## config.mk

```make
export PLATFORM = sky130hd
export DESIGN_NAME = dfir_top
export DESIGN_NICKNAME = d
export VERILOG_FILES = /design/src/logic/dfir_pkg.sv /design/src/logic/dfir_stream_if.sv /design/src/logic/dfir_top.sv /design/src/logic/dfir_coef_rom.sv /design/src/logic/dfir_fifo.sv
export VERILOG_INCLUDE_DIRS = /design/src /design/src/logic
export SDC_FILE = /design/constraint.sdc
export NUM_CORES = 1
export LEC_CHECK = 0
export ABC_CLOCK_PERIOD_IN_PS = 11000
export BUFFER_PORTS_ARGS = -buffer_cell sky130_fd_sc_hd__buf_2
export CELL_PAD_IN_SITES_DETAIL_PLACEMENT = 1
export CELL_PAD_IN_SITES_GLOBAL_PLACEMENT = 1
export CORE_MARGIN = 2
export CORE_UTILIZATION = 56
export DETAILED_ROUTE_END_ITERATION = 8
export MAX_ROUTING_LAYER = met4
export PLACE_DENSITY_LB_ADDON = 0.1
export SLEW_MARGIN = 15
export SYNTH_ARGS = -nofsm -noshare
export SYNTH_HDL_FRONTEND = slang
export SYNTH_HIERARCHICAL = 1
export SYNTH_SLANG_ARGS = --single-unit
export TNS_END_PERCENT = 20
```

## constraint.sdc

```tcl
create_clock -name clk -period 11 [get_ports clk]
set_input_delay 2.75 -clock clk [delete_from_list [all_inputs] [get_ports clk]]
set_output_delay 2.75 -clock clk [all_outputs]
set_load 0.005 [all_outputs]
```

## src/logic/dfir_map.svh

```systemverilog
`ifndef DFIR_MAP_SVH
`define DFIR_MAP_SVH

// ----------------------------------------------------------------
// filter geometry
// ----------------------------------------------------------------
`define DFIR_TAPS        384
`define DFIR_DECIM       128
`define DFIR_NACC        3
`define DFIR_PHASE_W     7
`define DFIR_SEG_W       2
`define DFIR_ADDR_W      9
`define DFIR_COEF_W      8
`define DFIR_ACC_W       18
`define DFIR_OUT_W       16
`define DFIR_OUT_SHIFT   1
`define DFIR_LAST_PHASE  7'h7F
`define DFIR_LAST_SEG    2'h2

// ----------------------------------------------------------------
// clocking and buffering
// ----------------------------------------------------------------
`define DFIR_CLK_MHZ     50
`define DFIR_MOD_DIV     2
`define DFIR_FIFO_DEPTH  8

`endif

```

## src/logic/dfir_pkg.sv

```systemverilog
package dfir_pkg;
`include "dfir_map.svh"

  typedef logic [`DFIR_ADDR_W-1:0]         dfir_addr_t;
  typedef logic [`DFIR_COEF_W-1:0]         dfir_coef_t;
  typedef logic signed [`DFIR_ACC_W-1:0]   dfir_acc_t;
  typedef logic [`DFIR_OUT_W-1:0]          dfir_word_t;
  typedef logic [`DFIR_PHASE_W-1:0]        dfir_phase_t;
  typedef logic [`DFIR_SEG_W-1:0]          dfir_seg_t;

endpackage

```

## src/logic/dfir_stream_if.sv

```systemverilog
`timescale 1ns/10ps
interface dfir_stream_if;
  import dfir_pkg::*;
  logic       valid;
  logic       ready;
  dfir_word_t data;

  modport src (output valid, output data, input ready);
  modport snk (input valid, input data, output ready);
endinterface

```

## src/logic/dfir_top.sv

```systemverilog
// Operation
// - one-bit samples in, 16-bit words out
// - sample input at half the clock rate
// - one output word per 128 samples
// - each word convolves latest 384 samples
// - three accumulators share one 384-word store
// - accumulators staggered 128 samples apart
// - one multiply-accumulate per accumulator per sample, no delay line
// - linear phase through symmetric weights
`timescale 1ns/10ps
`include "dfir_map.svh"
module dfir_top (
  input  wire logic            clk,
  input  wire logic            resetn,
  input  wire logic            en,
  input  wire logic            modBit,
  input  wire logic            wordReady,
  output logic                 modClk,
  output logic                 sampleAccept,
  output dfir_pkg::dfir_word_t wordOut,
  output logic                 wordValid
);
  import dfir_pkg::*;

  // ----------------------------------------------------------------
  // helpers
  // ----------------------------------------------------------------
  // which third of its convolution accumulator k is in
  function automatic dfir_seg_t relSeg(dfir_seg_t seg, int unsigned k);
    logic [2:0] s;
    s = {1'b0, seg} + 3'(`DFIR_NACC) - 3'(k);
    if (s >= 3'(`DFIR_NACC)) begin
      s = s - 3'(`DFIR_NACC);
    end
    return s[1:0];
  endfunction

  // rel * 128 + phase
  function automatic dfir_addr_t coefAddr(dfir_seg_t rel, dfir_phase_t ph);
    return {rel, ph};
  endfunction

  // one-bit input turns the multiply into add or subtract
  function automatic dfir_acc_t stepAcc(dfir_acc_t acc, dfir_coef_t c, logic b,
                                        logic clr);
    dfir_acc_t base;
    dfir_acc_t w;
    base = clr ? '0 : acc;
    w    = dfir_acc_t'({1'b0, c});
    return b ? base + w : base - w;
  endfunction

  // ----------------------------------------------------------------
  // declarations
  // ----------------------------------------------------------------
  logic        tick_q;
  logic        modClk_q;
  logic        accept_q;
  dfir_phase_t phase_q;
  dfir_seg_t   seg_q;
  dfir_acc_t   acc_q [`DFIR_NACC];
  logic [2:0]  started_q;
  dfir_word_t  res_q;
  logic        resValid_q;
  dfir_word_t  wordOut_q;
  logic        wordValid_q;
  logic [8:0]  stepCnt0_q;

  logic        stall;
  logic        sampleEv;
  dfir_seg_t   rel [`DFIR_NACC];
  dfir_addr_t  addr [`DFIR_NACC];
  dfir_coef_t  coef [`DFIR_NACC];
  dfir_acc_t   accNext [`DFIR_NACC];
  logic [2:0]  startK;
  logic [2:0]  doneK;
  dfir_acc_t   finished;

  dfir_stream_if pushIf ();
  dfir_stream_if popIf ();

  assign modClk       = modClk_q;
  assign sampleAccept = accept_q;
  assign wordOut      = wordOut_q;
  assign wordValid    = wordValid_q;

  // ----------------------------------------------------------------
  // sample timing
  // ----------------------------------------------------------------
  // a finished word that the fifo cannot take holds the sampler back;
  // the modulator is not stallable, so the held samples are skipped
  assign stall    = resValid_q && !pushIf.ready;
  assign sampleEv = en && tick_q && !stall;

  always_ff @(posedge clk or negedge resetn) begin
    if (!resetn) begin
      tick_q   <= 1'b0;
      modClk_q <= 1'b0;
      accept_q <= 1'b0;
    end else if (en) begin
      tick_q   <= !tick_q;
      modClk_q <= tick_q;
      accept_q <= !stall;
    end
  end

  always_ff @(posedge clk or negedge resetn) begin
    if (!resetn) begin
      phase_q <= '0;
      seg_q   <= '0;
    end else if (sampleEv) begin
      phase_q <= phase_q + 1'b1;
      if (phase_q == `DFIR_LAST_PHASE) begin
        seg_q <= (seg_q == `DFIR_LAST_SEG) ? '0 : seg_q + 1'b1;
      end
    end
  end

  // ----------------------------------------------------------------
  // shared coefficient store
  // ----------------------------------------------------------------
  // staggered addresses into one store
  always_comb begin
    for (int k = 0; k < `DFIR_NACC; k++) begin
      rel[k]  = relSeg(seg_q, k);
      addr[k] = coefAddr(rel[k], phase_q);
    end
  end

  dfir_coef_rom u_rom (
    .clk    (clk),
    .resetn (resetn),
    .addr   (addr),
    .coef   (coef)
  );

  // ----------------------------------------------------------------
  // accumulators
  // ----------------------------------------------------------------
  // clear on start, sign from bit
  always_comb begin
    finished = '0;
    for (int k = 0; k < `DFIR_NACC; k++) begin
      startK[k]  = (rel[k] == '0) && (phase_q == '0);
      doneK[k]   = (rel[k] == `DFIR_LAST_SEG) && (phase_q == `DFIR_LAST_PHASE)
                   && started_q[k];
      accNext[k] = stepAcc(acc_q[k], coef[k], modBit, startK[k]);
      if (doneK[k]) begin
        finished = accNext[k];
      end
    end
  end

  always_ff @(posedge clk or negedge resetn) begin
    if (!resetn) begin
      for (int k = 0; k < `DFIR_NACC; k++) begin
        acc_q[k] <= '0;
      end
      started_q <= '0;
    end else if (sampleEv) begin
      for (int k = 0; k < `DFIR_NACC; k++) begin
        acc_q[k] <= accNext[k];
      end
      // words from a convolution begun before reset would be partial
      started_q <= started_q | startK;
    end
  end

  always_ff @(posedge clk or negedge resetn) begin
    if (!resetn) begin
      res_q      <= '0;
      resValid_q <= 1'b0;
    end else if (en) begin
      if (sampleEv && (doneK != '0)) begin
        res_q      <= dfir_word_t'(finished >>> `DFIR_OUT_SHIFT);
        resValid_q <= 1'b1;
      end else if (pushIf.ready) begin
        resValid_q <= 1'b0;
      end
    end
  end

  // step counter for accumulator 0, only checked below
  always_ff @(posedge clk or negedge resetn) begin
    if (!resetn) begin
      stepCnt0_q <= '0;
    end else if (sampleEv) begin
      stepCnt0_q <= startK[0] ? 9'h001 : stepCnt0_q + 1'b1;
    end
  end

  // ----------------------------------------------------------------
  // output buffer and register
  // ----------------------------------------------------------------
  assign pushIf.valid = resValid_q;
  assign pushIf.data  = res_q;
  assign popIf.ready  = en && (!wordValid_q || wordReady);

  dfir_fifo #(
    .WIDTH (`DFIR_OUT_W),
    .DEPTH (`DFIR_FIFO_DEPTH)
  ) u_fifo (
    .clk    (clk),
    .resetn (resetn),
    .en     (en),
    .wrSide (pushIf.snk),
    .rdSide (popIf.src)
  );

  always_ff @(posedge clk or negedge resetn) begin
    if (!resetn) begin
      wordOut_q   <= '0;
      wordValid_q <= 1'b0;
    end else if (en) begin
      if (popIf.valid && popIf.ready) begin
        wordOut_q   <= popIf.data;
        wordValid_q <= 1'b1;
      end else if (wordReady) begin
        wordValid_q <= 1'b0;
      end
    end
  end

  // ----------------------------------------------------------------
  // checks
  // ----------------------------------------------------------------
  AST_SAMPLE_HALF_RATE: assert property (
    @(posedge clk) disable iff (!resetn)
    sampleEv |=> !sampleEv)
    else $error("two samples in adjacent cycles");

  AST_MODCLK_FOLLOWS: assert property (
    @(posedge clk) disable iff (!resetn)
    en |=> modClk == $past(tick_q))
    else $error("modulator clock not half rate");

  AST_PHASE_WRAP: assert property (
    @(posedge clk) disable iff (!resetn)
    (sampleEv && phase_q == `DFIR_LAST_PHASE) |=> (phase_q == '0))
    else $error("phase did not wrap after 128 samples");

  AST_DONE_ONLY_AT_END: assert property (
    @(posedge clk) disable iff (!resetn)
    (doneK != '0) |-> (phase_q == `DFIR_LAST_PHASE))
    else $error("completion away from block end");

  AST_ONE_FINISHER: assert property (
    @(posedge clk) disable iff (!resetn)
    $onehot0(doneK))
    else $error("more than one accumulator finished");

  AST_ADDR_STAGGER: assert property (
    @(posedge clk) disable iff (!resetn)
    (addr[1] - addr[0] == 9'h100 || addr[0] - addr[1] == 9'h080)
    && addr[0][6:0] == phase_q && addr[2][6:0] == phase_q)
    else $error("accumulator addresses not 128 apart");

  AST_FULL_SPAN: assert property (
    @(posedge clk) disable iff (!resetn)
    (sampleEv && doneK[0]) |-> (stepCnt0_q == 9'h17F))
    else $error("convolution not 384 samples long");

  AST_START_CLEARS: assert property (
    @(posedge clk) disable iff (!resetn)
    (sampleEv && startK[0]) |=>
    acc_q[0] == ($past(modBit) ? dfir_acc_t'({1'b0, $past(coef[0])})
                               : -dfir_acc_t'({1'b0, $past(coef[0])})))
    else $error("accumulator not cleared at start");

  AST_HOLD_BETWEEN: assert property (
    @(posedge clk) disable iff (!resetn)
    !sampleEv |=> $stable(acc_q[1]))
    else $error("accumulator moved without a sample");

  AST_WORD_SCALED: assert property (
    @(posedge clk) disable iff (!resetn)
    (sampleEv && doneK != '0) |=>
    resValid_q && res_q == dfir_word_t'($past(finished) >>> `DFIR_OUT_SHIFT))
    else $error("output word wrongly formed");

  AST_WORD_HOLDS: assert property (
    @(posedge clk) disable iff (!resetn)
    (wordValid && !wordReady) |=> (wordValid && $stable(wordOut)))
    else $error("output word dropped before it was taken");

  AST_ACCEPT_TRACKS: assert property (
    @(posedge clk) disable iff (!resetn)
    en |=> (sampleAccept == !$past(stall)))
    else $error("sample accept flag out of step with the sampler");

  COV_ACC0_DONE: cover property (@(posedge clk) disable iff (!resetn)
    sampleEv && doneK[0]);
  COV_ACC2_DONE: cover property (@(posedge clk) disable iff (!resetn)
    sampleEv && doneK[2]);
  COV_STALL: cover property (@(posedge clk) disable iff (!resetn)
    en && stall);
  COV_WORD_TAKEN: cover property (@(posedge clk) disable iff (!resetn)
    wordValid && wordReady);

endmodule

```

## src/logic/dfir_coef_rom.sv

```systemverilog
`timescale 1ns/10ps
`include "dfir_map.svh"
module dfir_coef_rom (
  input  wire logic           clk,
  input  wire logic           resetn,
  input  dfir_pkg::dfir_addr_t addr [`DFIR_NACC],
  output dfir_pkg::dfir_coef_t coef [`DFIR_NACC]
);
  import dfir_pkg::*;

  // ----------------------------------------------------------------
  // shared coefficient store
  // ----------------------------------------------------------------
  // mirrored weights
  // a symmetric triangle keeps the response linear phase
  function automatic dfir_coef_t coefFor(int unsigned i);
    int unsigned v;
    v = (i < `DFIR_TAPS / 2) ? i + 1 : `DFIR_TAPS - i;
    return dfir_coef_t'(v);
  endfunction

  dfir_coef_t mem [`DFIR_TAPS];

  for (genvar i = 0; i < `DFIR_TAPS; i++) begin : g_fill
    assign mem[i] = coefFor(i);
  end

  // three read ports, one per accumulator, all on the same array
  for (genvar k = 0; k < `DFIR_NACC; k++) begin : g_port
    assign coef[k] = mem[addr[k]];
  end

  AST_COEF_SYMMETRIC: assert property (
    @(posedge clk) disable iff (!resetn)
    coef[0] == mem[dfir_addr_t'(`DFIR_TAPS - 1) - addr[0]])
    else $error("coefficient set not symmetric");

endmodule

```

## src/logic/dfir_fifo.sv

```systemverilog
`timescale 1ns/10ps
`include "dfir_map.svh"
module dfir_fifo #(
  parameter int WIDTH = `DFIR_OUT_W,
  parameter int DEPTH = `DFIR_FIFO_DEPTH
) (
  input  wire logic        clk,
  input  wire logic        resetn,
  input  wire logic        en,
  dfir_stream_if.snk       wrSide,
  dfir_stream_if.src       rdSide
);
  import dfir_pkg::*;

  localparam int PTR_W = $clog2(DEPTH);
  localparam int CNT_W = PTR_W + 1;

  logic [WIDTH-1:0] mem [DEPTH];
  logic [PTR_W-1:0] wrPtr_q;
  logic [PTR_W-1:0] rdPtr_q;
  logic [CNT_W-1:0] count_q;
  logic             push;
  logic             pop;

  assign wrSide.ready = (count_q != CNT_W'(DEPTH));
  assign rdSide.valid = (count_q != '0);
  assign rdSide.data  = dfir_word_t'(mem[rdPtr_q]);
  assign push         = en && wrSide.valid && wrSide.ready;
  assign pop          = en && rdSide.valid && rdSide.ready;

  // ----------------------------------------------------------------
  // storage and pointers
  // ----------------------------------------------------------------
  always_ff @(posedge clk) begin
    if (push) begin
      mem[wrPtr_q] <= WIDTH'(wrSide.data);
    end
  end

  always_ff @(posedge clk or negedge resetn) begin
    if (!resetn) begin
      wrPtr_q <= '0;
      rdPtr_q <= '0;
      count_q <= '0;
    end else begin
      if (push) begin
        wrPtr_q <= (wrPtr_q == PTR_W'(DEPTH - 1)) ? '0 : wrPtr_q + 1'b1;
      end
      if (pop) begin
        rdPtr_q <= (rdPtr_q == PTR_W'(DEPTH - 1)) ? '0 : rdPtr_q + 1'b1;
      end
      if (push && !pop) begin
        count_q <= count_q + 1'b1;
      end else if (pop && !push) begin
        count_q <= count_q - 1'b1;
      end
    end
  end

endmodule

```

-- Word-level counts from Yosys, hierarchy flattened
Memory sizes are Yosys's and may differ from the RTL's. A register that Yosys moved wholly into a read port is not among the register bits.
Cells that the tools add are included.
- add/sub/neg operators: 18
- multipliers: 0
- divide/modulo/power cells: 0
- magnitude comparators: 6
- eq/ne operators: 8
- shift-type cells: 0
- muxes and demuxes: 29
- bitwise logic cells: 4
- reductions and logical operators: 43
- operators by type and width (operator ; count):
    2-to-1 mux 18 bit ; 6
    adder 18 x 9 -> 18 bit ; 3
    subtractor 18 x 9 -> 18 bit ; 3
    2-to-1 mux 17 bit ; 3
    2-to-1 mux 8 bit ; 6
    greater-or-equal comparator 10 bit, second input constant ; 3
    inverter 9 -> 10 bit ; 3
    logical AND 1 bit ; 21
    AND reduction 2 bit ; 5
    greater-or-equal comparator 3 x 2 -> 1 bit, second input constant ; 3
    equality test 2 bit, second input constant ; 4
    2-to-1 mux 2 bit ; 4
    2-to-1 mux 4 bit ; 2
    adder 7 x 1 -> 7 bit, second input constant ; 1
    equality test 7 bit, second input constant ; 1
    zero test 1 bit ; 7
    zero test 7 bit ; 1
    adder 3 x 1 -> 3 bit, second input constant ; 2
    equality test 3 bit, second input constant ; 2
    zero test 2 bit ; 3
    2-to-1 mux 1 bit ; 6
    2-to-1 mux 3 bit ; 2
    nonzero test 2 bit ; 3
    subtractor 2 bit, second input constant ; 3
    other kinds (11) ; 11
- register bits after elaboration: 97
- bits in latches: 0
- memory bits (writable): 128
- ROM bits: 12288
- bits of input ports: 5
- logic and storage cells: 127
- memories: 4
- memory list (name ; depth ; width ; read ports ; clocked after Yosys merged registers in ; write ports ; line ; text):
    (name not given) ; 512 ; 8 ; 1 ; 0 ; 0 ; dfir_coef_rom.sv:30 ; assign coef[k] = mem[addr[k]];
    (name not given) ; 512 ; 8 ; 1 ; 0 ; 0 ; dfir_coef_rom.sv:30 ;
    (name not given) ; 512 ; 8 ; 1 ; 0 ; 0 ; dfir_coef_rom.sv:30 ;
    u_fifo.mem ; 8 ; 16 ; 1 ; 1 ; 1 ; dfir_fifo.sv:18 ; logic [WIDTH-1:0] mem [DEPTH];

-- Longest topological paths before layout
Gate-level depths: netlist of run 1.
- depth in word-level cells: 12
- mapped depth: 21
- depth with buffers taken out: 20

-- Cells and area by module
Netlist of run 1, hierarchy kept.
- modules (own cells, without submodules) (module ; instances ; cells an instance ; area each (µm²)):
    dfir_top ; 1 ; 853 ; 7367.1
    dfir_fifo ; 1 ; 250 ; 5499.0
    dfir_coef_rom ; 1 ; 138 ; 937.1

-- Least setup slack after synthesis of run 1
OpenSTA, ideal clock, no wires.
- path kind: input -> register
- from: input port modBit
- to: register res_q[11] (netlist: pushIf.data[11])
- arrival time: 5.296 ns
- slack: 5.578 ns
- cell stages on the path: 11
- path buffers: 2
- path through: clkbuf_1 clkbuf_1 mux2_2 fa_1 a211oi_1 o211ai_1 nand4_1 a31oi_1 xor2_1 a221oi_1 nor2_1
- word-level cells in the longest chain between the ends: 4
- elaborated cells between the ends (all ways): 6
- those cells by class: 6 x mux
- ends and longest elaborated chain (item ; line ; text):
    start, declared ; dfir_top.sv:16 ; input wire logic modBit,
    2-to-1 mux 18 bit ; dfir_top.sv:50 ; return b ? base + w : base - w;
    2-to-1 mux 17 bit (2 in a row) ; dfir_top.sv:148 ; if (doneK[k]) begin
    2-to-1 mux 17 bit (*) ; dfir_top.sv:148 ;
    end signal, assigned ; dfir_top.sv:175 ; res_q <= dfir_word_t'(finished >>> `DFIR_OUT_SHIFT);
    end, declared ; dfir_top.sv:63 ; dfir_word_t res_q;
Mark *: on every way between the ends. The rest lies on a longest branch, timed or not.
A chain may end at the register's enable or synchronous reset.

==> results of run 1 <==
==> cell families (layout without fill, tap and decap cells) <==
logic type      after synthesis  after routing  synth area share, %
compound gates              281            281                 13.1
mux                          89             89                 10.0
xor+xnor                     74             74                 4.70
fa+ha+maj                    85             85                 7.92
simple gates                381            381                 13.7
flops                       238            238                 47.8
buf+inv                      93            129                 2.82
==> Yosys cell counts, types with 4 or more instances <==
master / count / area [sq um]
a21o_1: 15 / 113
o211ai_1: 9 / 67.6
mux4_2: 33 / 743
o21bai_1: 9 / 67.6
nor4_1: 5 / 31.3
o22ai_1: 11 / 68.8
nand3b_1: 5 / 37.5
inv_1: 41 / 154
clkbuf_1: 35 / 131
a211oi_1: 14 / 105
nor2b_1: 7 / 43.8
nand4_1: 13 / 81.3
nand3_1: 17 / 85.1
dfrtp_1: 110 / 2750
a21boi_0: 4 / 30.0
ha_1: 81 / 1010
buf_2: 11 / 55.1
o21ai_0: 66 / 330
a221oi_1: 14 / 123
and3_1: 7 / 43.8
and2_1: 51 / 319
edfxtp_1: 128 / 3840
xnor2_1: 42 / 368
nor3_1: 18 / 90.1
xor2_1: 32 / 280
fa_1: 4 / 80.1
mux2i_1: 4 / 40.0
a31oi_1: 14 / 87.6
nand2b_1: 10 / 62.6
mux2_2: 49 / 552
nand2_1: 153 / 574
o21a_1: 6 / 45.0
a21oi_1: 79 / 395
nor2_1: 70 / 263
==> critical path, cell delays in order, from the launching register on <==
cell      delay, ns
dfrtp_1        0.50
inv_1          0.16
ha_1           0.39
xor2_1         0.21
a21oi_1        0.70
a221oi_1       0.18
a21o_1         0.28
nor4_1         0.61
and2_1         0.31
ha_1           0.26
mux2_2         0.27
ha_1           0.42
inv_1          0.09
a2111o_1       0.35
a21oi_1        0.28
o21a_1         0.20
nor3_1         0.07
o311ai_1       0.42
o221a_2        0.27
==> cell usage in the layout, fill, tap and decap left out, types with 6 or more instances in the layout <==
master	count
buf_2	22
and2_1	51
xor2_1	32
nand2_1	153
nor2b_1	7
mux4_2	33
nand3_1	17
a221oi_1	14
nor3_1	14
dfrtp_1	108
ha_1	81
a31oi_1	14
nor2_1	69
a21oi_1	79
nand4_1	13
a211oi_1	14
o22ai_1	11
clkbuf_1	6
inv_1	41
clkbuf_16	27
o211ai_1	9
a21o_1	15
mux2_2	49
xnor2_1	42
o21bai_1	9
bufinv_16	6
nand2b_1	10
buf_4	16
and3_1	7
o21ai_0	66
edfxtp_1	128
o21a_1	6
==> stage by stage <==
step	util (%)	hold slack [ns]
after global routing	62.7	0.499
after CTS	62.7	0.474
after detailed placement	58.7	0.459
after floorplan	-	0.430
final	62.7	0.471
after global placement	58.7	0.443
==> final cells by class <==
| class | instances | area [sq um] |
|---|---|---|
| fillers | 2502 | 9050 |
| well taps | 324 | 405 |
| flip-flops and latches | 238 | 6600 |
| repair buffers | 38 | 230 |
| multi-input cells | 910 | 6850 |
| clock inverters | 16 | 245 |
| clock buffers | 34 | 712 |
| inverters | 41 | 154 |
==> routing by layer <==
layer | GRT usage [%] | up-vias
li1 | - | 4595
met1 | 38.1 | 5083
met2 | 55.6 | 235
met3 | 3.03 | 72
met4 | 8.56 | 0
met5 | - | -
==> worst max-delay path by stage <==
stage / startpoint / end / slack, ns / depth (start not counted)
after floorplan: modBit / pushIf.data[11] / 5.58 / 11
after detailed placement: modBit / pushIf.data[9] / 5.00 / 10
after global routing: seg_q[0] / pushIf.data[14] / 4.49 / 18
after CTS: seg_q[0] / pushIf.data[14] / 5.02 / 18
after global placement: modBit / pushIf.data[9] / 5.19 / 10
final: seg_q[0] / pushIf.data[14] / 4.97 / 18
==> registers in the layout, summed over array words and instances (netlist names), 2 cells and up <==
signal,cells
u_fifo/mem,128
acc_q,51
pushIf.data,16
wordOut,16
phase_q,7
u_fifo/count_q,4
started_q,3
u_fifo/rdPtr_q,3
u_fifo/wrPtr_q,3
seg_q,2
==> power by group through the flow <==
stage | Clock (mW) | Combinational, mW | Sequential [mW]
2_1_floorplan | 0 | 1.44 | 1.13
3_3_place_gp | 0 | 1.89 | 1.15
3_5_place_dp | 0 | 1.93 | 1.16
4_1_cts | 0.989 | 1.95 | 1.14
5_1_grt | 1.02 | 2.18 | 1.16
6_report | 0.975 | 1.96 | 1.14
==> impl_metrics.ini, run 1 <==
[grt]
antenna_found_initial = 0
grt_start_max_net_pins = 74
grt_pass1_wl_um = 61100
grt_overflow_total = 0
track_usage_pct = 31.2
grt_pass1_vias = 10700

[power_and_ir_drop]
combPwrFrac_pct = 48.1
seqPwrFrac_pct = 28.0
total_power_mw = 4.07
total_leakage_power_nw = 6.57
p_sw_mw = 1.68
irDropWorstVdd_mv = 0.213
p_int_mw = 2.39
clockPowerShare_pct = 23.9
swShare_pct = 41.3
pwr_density_cell_mw_per_mm2 = 268

[synthesis]
synth_edf_count = 128
synth_cell_type_count = 80
async_flop_share_pct = 46.2
syn_avg_cell_area_sq_um = 11.1
synth_seq_area_share_pct = 47.8
syn_nets = 1331
synth_flop_cell = edfxtp_1
synth_seq_cells = 238
yosysWarnings = 6
syn_inst = 1241
synth_area_sq_mm = 0.0138

[cts]
cts_resized = 0
holdBufCountCts = 0
clk_latency_ns = 0.56
postCtsSetupBuffers = 0
cts_root_buf = clkbuf_16
clockBufferDepth = 3
clock-sinks = 238
cts_buffers = 27
cts_tree = yes
htreeDepth = 1
clkTransAtPathRegs_ns = 0.06

[routing]
drt_iter0_markers = 702
ant_nets = 0
viasPerCell = 6.24
wire_per_inst_um = 23.9
dr.pass1.iters = 5
remaining_drc_errors = 0
wl_met3_um = 1500
top_layer = met4
wl_met2_um = 20000
postRouteWirelength_um = 38200
via_count = 9985
wl_met1_um = 15700

[critical_path]
crit_required_ns = 11.49
worstPathArrival_ns = 6.52
startpoint_type = register
r2r_cells = 18
worst-setup-path-type = reg -> reg
crit_fanout = 11
crit_path_end_kind = register
r2r-start = seg_q[0]
rr_endpoint = pushIf.data[14]
r2r_slack_ns = 4.97

[finish]
stdcell_count = 1601
antennaDiodeCount = 0
nNetsFinal = 1346
drive_gt1_share_pct = 15.4
final_cell_area_sq_mm = 0.0152
syn_to_final_growth_pct = 10.1

[timing]
final.min_clock_period_ns = 6.03
setup_viol = 0
fin_tns_setup_ns = 0
setup_slack_ns = 4.97
hold_violations = 0
clock_skew_ns = 0.0100
relSlewSlack_pct = 32.6
fin_crit_sh_pct = 54.9
slew_viol_final = 0
max_freq_ghz = 0.166
rsz0062_at_grt = no
tightest_slew_ns = 0.998

[hold_path]
worstHoldStart = acc_q[41]
hold_class = reg -> reg
hold_path_end = acc_q[41]
hold_depth = 2

[floorplanning]
die-area_sq_mm = 0.0259
fp.dieH_um = 161
initial_utilization_pct = 56.9
coreArea_sq_mm = 0.0242
rows = 57
dieWidth_um = 161
pin_count = 24

[placed_design]
hpwl_um = 25700
portBuffers = 23
gp_congestion = 0.864
placed_cells = 1551
place_area_sq_mm = 0.0142
pre_cts_slack_ns = 5.00

[run]
drv_cap = 0

[status]
status = finished clean
Power figures use the tool's default switching activity.
==> run 2: changes to the inputs <==
--- a/config.mk
+++ b/config.mk
@@ -6,12 +6,12 @@
 export SDC_FILE = /design/constraint.sdc
 export NUM_CORES = 1
 export LEC_CHECK = 0
-export ABC_CLOCK_PERIOD_IN_PS = 11000
+export ABC_CLOCK_PERIOD_IN_PS = 5650
 export BUFFER_PORTS_ARGS = -buffer_cell sky130_fd_sc_hd__buf_2
 export CELL_PAD_IN_SITES_DETAIL_PLACEMENT = 1
 export CELL_PAD_IN_SITES_GLOBAL_PLACEMENT = 1
 export CORE_MARGIN = 2
-export CORE_UTILIZATION = 56
+export CORE_UTILIZATION = 52
 export DETAILED_ROUTE_END_ITERATION = 8
 export MAX_ROUTING_LAYER = met4
 export PLACE_DENSITY_LB_ADDON = 0.1
==> constraint.sdc (replaced) <==
create_clock -name clk -period 5.65 [get_ports clk]
set_input_delay 1.4125 -clock clk [delete_from_list [all_inputs] [get_ports clk]]
set_output_delay 1.4125 -clock clk [all_outputs]
set_load 0.005 [all_outputs]
==> impl_metrics.ini, run 2 (synthesis gave the netlist of run 1 again) <==
[status]
status = finished clean

[cts]
cts_buffers = 27
clkTransAtPathRegs_ns = 0.07
cts_root_buf = clkbuf_16
clk_latency_ns = 0.57
clockBufferDepth = 3
cts_tree = yes
htreeDepth = 1
holdBufCountCts = 0
clock-sinks = 238

[routing]
dr.pass1.iters = 5
via_count = 9869
remaining_drc_errors = 0
wire_per_inst_um = 22.5
postRouteWirelength_um = 36600
ant_nets = 0
viasPerCell = 6.08
drt_iter0_markers = 601

[power_and_ir_drop]
irDropWorstVdd_mv = 0.384
total_leakage_power_nw = 6.60
pwr_density_cell_mw_per_mm2 = 518

[finish]
nNetsFinal = 1356
largest_register = u_fifo/mem
syn_to_final_growth_pct = 10.6
drive_gt1_share_pct = 17.0
reg_top3 = u_fifo/mem (128), acc_q (51)
final_common_cell = nand2_1
mostFrequentLayoutCells = nand2_1, edfxtp_1, dfrtp_1
largest_reg_flops = 128
fin_util_pct = 58.6
antennaDiodeCount = 0

[grt]
track_usage_pct = 27.5
top_usage_layer = met2
grtUsageMet2_pct = 45.9
grt_start_max_net_pins = 60
grtUsageMet1_pct = 35.1
grt_overflow_total = 0
grt_pass1_vias = 10300
antenna_found_initial = 0
grt_pass1_wl_um = 58500
grt_use_met3_pct = 3.28

[timing]
fin_crit_sh_pct = 92.4
relSlewSlack_pct = 34.7
final.min_clock_period_ns = 5.22
tightest_slew_ns = 0.980
hold_violations = 0
max_freq_ghz = 0.192
fin_tns_setup_ns = 0
setup_viol = 0
rsz0062_at_grt = no
clock_skew_ns = 0.0251
slew_viol_final = 0

[critical_path]
r2r-start = seg_q[0]
crit_top_cell = ha_1
worst-setup-path-type = reg -> reg
crit_path_end_kind = register
critPathSlowestCell = or4_1
crit_start = seg_q[0]
crit_path_cell_trace = inv_1, ha_1, inv_1, a21oi_2, nor2_1, a211oi_1, a21oi_1, or4_1, nor4_1, buf_4, ha_1, mux2_2, ha_1, a211o_1, a21oi_1, o21ai_0, a211o_1, o22ai_1, xnor2_1, mux2_2
startpoint_type = register
crit_required_ns = 6.11
max_stage_delay_ns = 0.51
crit_fanout = 12
worstPathArrival_ns = 5.68

[floorplanning]
coreArea_sq_mm = 0.0261
rows = 59
die-area_sq_mm = 0.0279
pin_count = 24
initial_utilization_pct = 53.0
fp.dieH_um = 167
dieWidth_um = 167

[placed_design]
gp_congestion = 0.932
portBuffers = 23
hpwl_um = 25500

[hold_path]
worstHoldStart = acc_q[31]
hold_class = reg -> reg

[run]
drv_cap = 0
[run 2: cell count changes in the layout (fill, tap and decap cells not counted), moves of 2 or more]
cell | previous run | this run
buf_4 | 16 | 26
clkbuf_1 | 6 | 0
bufinv_16 | 6 | 2
clkinvlp_4 | 0 | 4
inv_6 | 0 | 3
clkinv_4 | 1 | 3
[run 2: layout make-up]
type / count / area (sq um)
Fill cell: 2732 / 10800
Multi-Input combinational cell: 910 / 6880
Sequential cell: 238 / 6600
Clock buffer: 29 / 714
Tap cell: 335 / 419
Timing Repair Buffer: 48 / 305
Clock inverter: 21 / 200
Inverter: 41 / 154
[run 2: path summary, 6_finish.rpt]
kind                                      to  slack, ns  cells past startpoint
setup / recovery                   acc_q[15]       0.43                     20
hold / removal                     acc_q[31]       0.47                      2
setup reg to reg                   acc_q[15]       0.43                     20
hold reg to reg                    acc_q[31]       0.47                      2
max in group asynchronous           seg_q[0]       3.69                      2
min in group asynchronous  u_fifo/count_q[1]       0.76                      1
[run 2: per-stage QoR]
step	cell area [sq um]	total power, mW	setup slack (ns)	instances	hold slack, ns
floorplan	13800	5.00	0.963	1241	0.430
global placement	14300	5.99	0.379	1572	0.445
detailed placement	14300	6.08	0.241	1572	0.452
CTS	15200	7.92	0.210	1622	0.469
global route	15300	8.45	0.0787	1622	0.491
finish	15300	7.92	0.429	1622	0.466
[run 2: where the power goes]
part | total (mW) | internal [mW] | leakage [nW] | switching [mW]
logic | 3.88 | 1.47 | 3.24 | 2.41
registers | 2.24 | 2.03 | 2.91 | 0.210
clock network | 1.80 | 1.02 | 0.443 | 0.779
total | 7.92 | 4.52 | 6.60 | 3.40
[run 2: critical path, delay by kind of cell (launching register included)]
kind / cells / cell delay [ns]
muxes: 2 / 0.55
and+or+nand+nor: 3 / 0.81
DFF: 1 / 0.46
buffers and inverters: 3 / 0.52
xor gates and xnor gates: 1 / 0.14
AOI/OAI and AO/OA: 8 / 1.79
adders and majority gates: 3 / 0.85
[run 2: per-layer routing]
metal | vias to the layer above | part of all wire (%)
met5 | - | 0
met3 | 76 | 3.7
li1 | 4628 | -
met4 | 0 | 3.7
met2 | 205 | 49
met1 | 4960 | 44
[run 2: timing repair]
| item | in CTS | in global routing |
|---|---|---|
| setup buffers | 0 | 0 |
| setup endpoints to repair | 0 | 12 |
| resized for setup | 0 | 5 |
